File: src/include/sram_pkg.sv
// package for the speech rom card address mux
package sram_pkg;
  localparam int BUS_W      = 8;
  localparam int ADDR_W     = 20;
  localparam int HI_W       = 4;
  localparam int MID_W      = 8;
  localparam int LO_W       = 8;
  localparam int HI_LSB     = 16;
  localparam int MID_LSB    = 8;
  localparam int ROW_W      = 2;
  localparam int COL_W      = 2;
  localparam int NUM_DEV    = 8;
  localparam int ID_W       = 3;
  // 256 kbytes: addresses 0 .. 3ffff inside the card window
  localparam logic [ADDR_W-1:0] MEM_BYTES  = 20'h40000;
  localparam logic [ADDR_W-1:0] BASE_DEF   = 20'h00000;
  localparam logic [HI_W-1:0]   HI_RST     = 4'h0;
  localparam logic [MID_W-1:0]  MID_RST    = 8'h00;
  // device bank: 32 kbyte devices, row = addr[17:16], column = addr[15]
  localparam int DEV_LSB    = 15;
  localparam int VCARD_BIT  = 17;

  typedef struct packed {
    logic ld_hi;
    logic ld_mid;
    logic dsel;
    logic wr;
  } sram_strobe_t;

  typedef struct packed {
    logic               card_en;
    logic [NUM_DEV-1:0] chip_en;
    logic [NUM_DEV-1:0] wr_en;
    logic [NUM_DEV-1:0] out_en;
    logic               vcard;
  } sram_decode_t;
endpackage : sram_pkg

File: src/hdl/sram_addr_mux.sv
// speech rom card address mux, decode and data gating
// Notes on behaviour
// RL1: 20-bit address sent over 8-bit bus
// RL2: upper portion latched on load-upper strobe
// RL3: middle portion latched in separate register
// RL4: controller loads upper, then middle, then low
// RL5: low address taken live from bus
// RL6: decode yields chip and write enables
// RL7: card enable only inside memory range
// RL8: row and column decode flag presence
// RL9: column enables outputs, row enables chips
// RL10: data driven only under data strobe
// RL11: 256 kbytes as virtual cards 0, 1
// RL12: card id from three-position switch
// RL13: clock, upper, middle, low, data select phases
// RL14: address registers clocked, held, reset-cleared
`timescale 1ns/1ps
module sram_addr_mux (
  input  wire logic                              mclk,
  input  wire logic                              rst_n,
  input  wire logic [sram_pkg::BUS_W-1:0]        bus_addr,
  input  wire sram_pkg::sram_strobe_t            strobe,
  input  wire logic [sram_pkg::ID_W-1:0]         card_id_sw,
  input  wire logic [sram_pkg::BUS_W-1:0]        mem_rdata,
  output logic      [sram_pkg::ADDR_W-1:0]       mem_addr,
  output sram_pkg::sram_decode_t                 dec,
  output logic                                   row_present,
  output logic                                   col_present,
  output logic      [sram_pkg::BUS_W-1:0]        data_out,
  output logic      [sram_pkg::BUS_W-1:0]        data_oe,
  output logic      [sram_pkg::ID_W-1:0]         card_id
);
  logic                          rst_s1_r;
  logic                          rst_s2_r;
  logic [sram_pkg::HI_W-1:0]     hi_r;
  logic [sram_pkg::HI_W-1:0]     hi_nxt;
  logic [sram_pkg::MID_W-1:0]    mid_r;
  logic [sram_pkg::MID_W-1:0]    mid_nxt;
  logic [sram_pkg::BUS_W-1:0]    dout_r;
  logic [sram_pkg::BUS_W-1:0]    dout_nxt;
  logic                          oe_r;
  logic                          oe_nxt;
  logic [sram_pkg::ID_W-1:0]     id_r;
  logic [sram_pkg::ID_W-1:0]     id_nxt;
  logic [sram_pkg::ROW_W-1:0]    row_sel;
  logic [sram_pkg::COL_W-1:0]    col_sel;
  logic                          in_range;
  logic [sram_pkg::ADDR_W-1:0]   offs;
  wire  [sram_pkg::NUM_DEV-1:0]  dev_chip_en;
  wire  [sram_pkg::NUM_DEV-1:0]  dev_out_en;
  wire  [sram_pkg::NUM_DEV-1:0]  dev_wr_en;

  // reset release through two flops
  always_ff @(posedge mclk or negedge rst_n) begin
    if (!rst_n) begin
      rst_s1_r <= 1'b0;
      rst_s2_r <= 1'b0;
    end else begin
      rst_s1_r <= 1'b1;
      rst_s2_r <= rst_s1_r;
    end
  end

  // address portion latches
  always_comb begin
    hi_nxt  = hi_r;
    mid_nxt = mid_r;
    if (strobe.ld_hi) begin
      hi_nxt = bus_addr[sram_pkg::HI_W-1:0]; // RL2
    end
    if (strobe.ld_mid) begin
      mid_nxt = bus_addr; // RL3
    end
  end

  always_ff @(posedge mclk or negedge rst_s2_r) begin
    if (!rst_s2_r) begin
      hi_r  <= sram_pkg::HI_RST; // RL14
      mid_r <= sram_pkg::MID_RST; // RL14
    end else begin
      hi_r  <= hi_nxt; // RL14
      mid_r <= mid_nxt;
    end
  end

  // upper and middle held, low live from bus
  assign mem_addr = {hi_r, mid_r, bus_addr}; // RL1 RL5 RL13

  // decode
  assign offs     = mem_addr - sram_pkg::BASE_DEF;
  assign in_range = (offs < sram_pkg::MEM_BYTES); // RL7 RL11
  assign row_sel  = offs[sram_pkg::DEV_LSB+2:sram_pkg::DEV_LSB+1];
  assign col_sel  = {offs[sram_pkg::DEV_LSB], ~offs[sram_pkg::DEV_LSB]};

  // row pair picks the chips, column bit picks which outputs
  for (genvar k = 0; k < sram_pkg::NUM_DEV; k++) begin : g_dev
    localparam int ROW_IDX = k / 2;
    localparam int COL_IDX = k % 2;
    assign dev_chip_en[k] = in_range && (row_sel == ROW_IDX[sram_pkg::ROW_W-1:0]); // RL6 RL9
    assign dev_out_en[k]  = dev_chip_en[k] && col_sel[COL_IDX]; // RL9
    assign dev_wr_en[k]   = dev_out_en[k] && strobe.wr; // RL6

  end

  always_comb begin
    dec.card_en = in_range; // RL7
    dec.vcard   = offs[sram_pkg::VCARD_BIT]; // RL11
    dec.chip_en = dev_chip_en; // RL6 RL9
    dec.out_en  = dev_out_en; // RL9
    dec.wr_en   = dev_wr_en; // RL6
  end

  assign row_present = in_range; // RL8
  assign col_present = in_range && (strobe.dsel || strobe.wr); // RL8

  // data gated by card enable and data strobe
  always_comb begin
    oe_nxt   = dec.card_en && strobe.dsel && !strobe.wr; // RL10
    dout_nxt = oe_nxt ? mem_rdata : '0; // RL10
    id_nxt   = card_id_sw; // RL12
  end

  always_ff @(posedge mclk or negedge rst_s2_r) begin
    if (!rst_s2_r) begin
      oe_r   <= 1'b0;
      dout_r <= '0;
      id_r   <= '0;
    end else begin
      oe_r   <= oe_nxt;
      dout_r <= dout_nxt;
      id_r   <= id_nxt;
    end
  end

  assign data_out = dout_r;
  assign data_oe  = {sram_pkg::BUS_W{oe_r}};
  assign card_id  = id_r; // RL12
endmodule : sram_addr_mux

File: config.mk
export PLATFORM = sky130hd
export DESIGN_NAME = sram_addr_mux
export DESIGN_NICKNAME = d
export VERILOG_FILES = /design/src/include/sram_pkg.sv /design/src/hdl/sram_addr_mux.sv
export SDC_FILE = /design/constraint.sdc
export NUM_CORES = 1
export LEC_CHECK = 0
export BUFFER_PORTS_ARGS = -buffer_cell sky130_fd_sc_hd__buf_4
export CAP_MARGIN = 20
export CORE_MARGIN = 10
export CORE_UTILIZATION = 40
export CTS_BUF_LIST = sky130_fd_sc_hd__clkbuf_8
export DETAILED_ROUTE_END_ITERATION = 10
export GPL_TIMING_DRIVEN = 0
export HOLD_SLACK_MARGIN = 0.02
export PLACE_DENSITY = 0.82
export SETUP_SLACK_MARGIN = 0.15
export SLEW_MARGIN = 40
export SYNTH_ARGS = -nofsm -noshare
export SYNTH_HDL_FRONTEND = slang
export SYNTH_SLANG_ARGS = --single-unit
File: constraint.sdc
create_clock -name mclk -period 2.9 [get_ports mclk]
set_clock_uncertainty 0.05 [all_clocks]
set_input_delay 0.58 -clock mclk [delete_from_list [all_inputs] [get_ports mclk]]
set_output_delay 0.58 -clock mclk [all_outputs]
set_load 0.01 [all_outputs]
Yosys cells after proc, flatten, opt, wreduce, memory -nomap -nowiden
Cells that the tools add are included.
{ "op_classes": {"magnitude_cmp": 1, "n_eq_ne": 3, "n_mux": 1, "bitwise": 1, "n_reduce_logical": 26} }
{ "op_table": {"columns": ["operator", "n"], "rows": [
  ["$logic_and A1 B1 Y1", 23],
  ["$lt A20 B19 Y1 const B", 1],
  ["$mux W8", 1],
  ["$eq A2 B2 Y1 const B", 2],
  ["$eq A2 B1 Y1 const B", 1],
  ["$logic_not A2 Y1", 1],
  ["$logic_not A1 Y1", 1],
  ["$logic_or A1 B1 Y1", 1],
  ["$not A1 Y1", 1]
]} }
{ "word_totals": {"reg_bits": 26, "in_bits": 25, "output_inout_bits": 67, "elab_cells": 39} }

Depth between registers and ports, before layout
{ "logic_depth": {"word_depth": 4, "depth_mapped": 4, "mapped_depth_nobuf": 2} }

Worst setup path before layout
No wires, ideal clock.
{ "synth_path": {"path_kind": "register to output", "from": "reg hi_r[3] (netlist name)", "to": "out dec[18] (netlist name)", "arrival_time_ns": 1.364, "path_slack_ns": 0.906, "path_stages_with_launch": 5, "path_buffers": 2, "cell_sequence": "dfrtp_1 > or2_1 > buf_6 > nor3_1 > buf_4"} }
{ "synth_rtl": {"columns": ["item", "line_no", "text"], "rows": [
  ["start, declared", "sram_addr_mux.sv:35", "logic [sram_pkg::HI_W-1:0] hi_r;"],
  ["start signal, assigned", "sram_addr_mux.sv:78", "hi_r <= sram_pkg::HI_RST;"],
  ["start signal, assigned", "sram_addr_mux.sv:81", "hi_r <= hi_nxt;"],
  ["end, declared", "sram_addr_mux.sv:26", "output sram_pkg::sram_decode_t dec,"]
]} }

==> flow_metrics.env <==
export IMPL_vias=1070
export IMPL_numCtsBuffers=3
export IMPL_worst_setup_path_start_kind="flip-flop"
export IMPL_syn2layout_area_growth_pct=64.9
export IMPL_globalRoute_totalOverflow=0
export IMPL_p_leak_nw=1.08
export IMPL_clk_insertion_delay_late_ns=0.26
export IMPL_setup_ws_ns=0.673
export IMPL_postCtsHoldBufs=0
export IMPL_cp_num_buf_inv=2
export IMPL_cts_resized=0
export IMPL_synth_seq_cells=26
export IMPL_grt_pass1_wl_um=5460
export IMPL_yosysMostFrequentCell="dfrtp_1"
export IMPL_first_global_vias=1096
export IMPL_tns_ns=0
export IMPL_async_flop_share_pct=100
export IMPL_worst_pin_slew_ns=0.502
export IMPL_firstDrtPassIters=2
export IMPL_synth_area_per_cell_um2=11.4
export IMPL_powerDensity_mw_per_mm2=452
export IMPL_wire_per_inst_um=15.2
export IMPL_cpLargestDelayFamily="simple AND/OR/NAND/NOR gates"
export IMPL_finish_utilization_pct=67.7
export IMPL_fin_crit_ns=2.23
export IMPL_syn_nets=133
export IMPL_num_rows=20
export IMPL_wl_um=3590
export IMPL_worstPathArrival_ns=1.60
export IMPL_worstPathCellList="or2_1 -> buf_6 -> nor4_1 -> buf_4"
export IMPL_dpl_worst_slack_ns=0.956
export IMPL_final_layout_size_suffix_gt1_share_pct=66.0
export IMPL_cts_tree="yes"
export IMPL_chipWidth_um=75.5
export IMPL_antenna_found_initial=0
export IMPL_cts_sinks=26
export IMPL_io_buffers=90
export IMPL_core_area_mm2=0.00300
export IMPL_timing_fmax_mhz=449
export IMPL_yosys_warnings=0
export IMPL_initial_utilization_pct=41.0
export IMPL_synthTopCellsByArea="dfrtp_1 (53%), buf_4 (13%), mux2_2 (11%), nor2_1 (4.6%), and2_1 (4.1%)"
export IMPL_synth_top_cell_area_share_pct=52.8
export IMPL_synth_flop_cell="dfrtp_1"
export IMPL_hold_ws_ns=0.191
export IMPL_ant_nets=0
export IMPL_netlist_instances=108
export IMPL_yosys_cell_types_count=21
export IMPL_grt_max_degree=25
export IMPL_critPathMaxStageDelay_ns=0.47
export IMPL_die_h_um=75.5
export IMPL_path_clk_slew_ns=0.09
export IMPL_rsz0062_at_grt="no"
export IMPL_drc=0
export IMPL_synth_edf_count=0
export IMPL_yosys_top_cells_count="dfrtp_1 (26), buf_4 (22), nor2_1 (15)"
export IMPL_postCtsSetupBuffers=0
export IMPL_vdd_ir_drop_max_v=0.000448
export IMPL_power_mw=0.918
export IMPL_yosys_area_top_type="dfrtp_1"
export IMPL_multi_input_area_um2=389
export IMPL_end_kind="primary output"
export IMPL_path_max_fanout=10
export IMPL_outcome="finished, final reports clean"
export IMPL_criticalPathCategory="reg2out"
export IMPL_drt_iter0_markers=16
export IMPL_hold_class="reg2async"
export IMPL_grt_total_usage_pct=12.1
export IMPL_max_slew_margin_pct=66.5
export IMPL_fin_nets=229
export IMPL_ioPinCount=92
export IMPL_ff_latch_area_um2=652
export IMPL_crit_required_ns=2.27
export IMPL_globalplace_congestion=0.785
export IMPL_yosysSeqAreaShare_pct=52.8
export IMPL_vias_per_cell=4.53
export IMPL_finalCritPeriodShare_pct=76.8
export IMPL_maxCapViolCount=0
export IMPL_hpwlAfterDp_um=3160
export IMPL_fillers=242
export IMPL_clockBufferDepth=2
export IMPL_hold_viol=0
export IMPL_clockRootBuffer="clkbuf_8"
export IMPL_syn_area_mm2=0.00123
export IMPL_num_antenna_cells=0
export IMPL_slew_violations=0
export IMPL_die_area_mm2=0.00570
export IMPL_finalSetupViolCount=0
export IMPL_cp_slowest_cell="dfrtp_1"
export IMPL_htree_levels=1
-- final cells by class --
| cell class | instances | area share, % |
|---|---|---|
| plain buffers | 26 | 9.30 |
| clock buffers | 3 | 2.03 |
| clock inverters | 1 | 1.48 |
| inverters | 1 | 0.185 |
| multi-input cells | 55 | 19.2 |
| flip-flops and latches | 26 | 32.1 |
| well taps | 33 | 2.03 |
| repair buffers | 91 | 33.7 |
-- power by group --
| group | internal (mW) | total, mW | switching, mW | leakage, nW |
|---|---|---|---|---|
| Combinational | 0.127 | 0.220 | 0.0926 | 0.726 |
| Sequential | 0.385 | 0.411 | 0.0256 | 0.322 |
| Clock | 0.184 | 0.287 | 0.103 | 0.0357 |
-- cell usage in the layout, fill, tap and decap left out, types with 2 or more instances in the layout --
cell / n
nor2_1: 15
dfrtp_1: 25
buf_4: 112
and2_1: 8
clkbuf_1: 2
nor3_1: 4
mux2_2: 12
clkbuf_8: 3
nand2_1: 3
nand2b_1: 3
or4b_1: 2
-- per-stage QoR --
stage               instances  cell area (um2)
floorplan                 108             1230
global placement          231             1950
detailed placement        231             1950
CTS                       235             2020
global route              236             2030
finish                    236             2030
-- state kept, by name, summed over array words and instances, names as in the netlist --
register,cells
data_out,8
mid_r,8
hi_r,4
card_id,3
oe_r,1
rst_s1_r,1
rst_s2_r,1
-- kinds of logic after synthesis --
family	after synthesis	share of synthesized area (%)
buffers and inverters	27	15.6
DFF	26	52.8
muxes	12	11.0
other	1	0.304
and+or+nand+nor	42	20.3
-- per-layer routing --
layer	share of wire [%]	up-vias	GRT usage, %
li1	-	518	-
met1	32	501	12.0
met2	53	51	23.7
met3	15	0	5.21
met4	0	0	0.619
met5	0	-	0
-- worst paths after layout --
check / startpoint / end / slack [ns] / cells past startpoint
worst max-delay path: hi_r[3] / dec[13] / 0.67 / 4
worst min-delay path: rst_s2_r / data_out[6] / 0.19 / 0
worst max register to register: hi_r[3] / data_out[4] / 1.68 / 2
worst min register to register: rst_s2_r / data_out[6] / 0.19 / 0
max in group asynchronous: rst_n / rst_s2_r / 2.13 / 2
min in group mclk: rst_s1_r / rst_s2_r / 0.31 / 0
(Power assumes the default switching activity.)
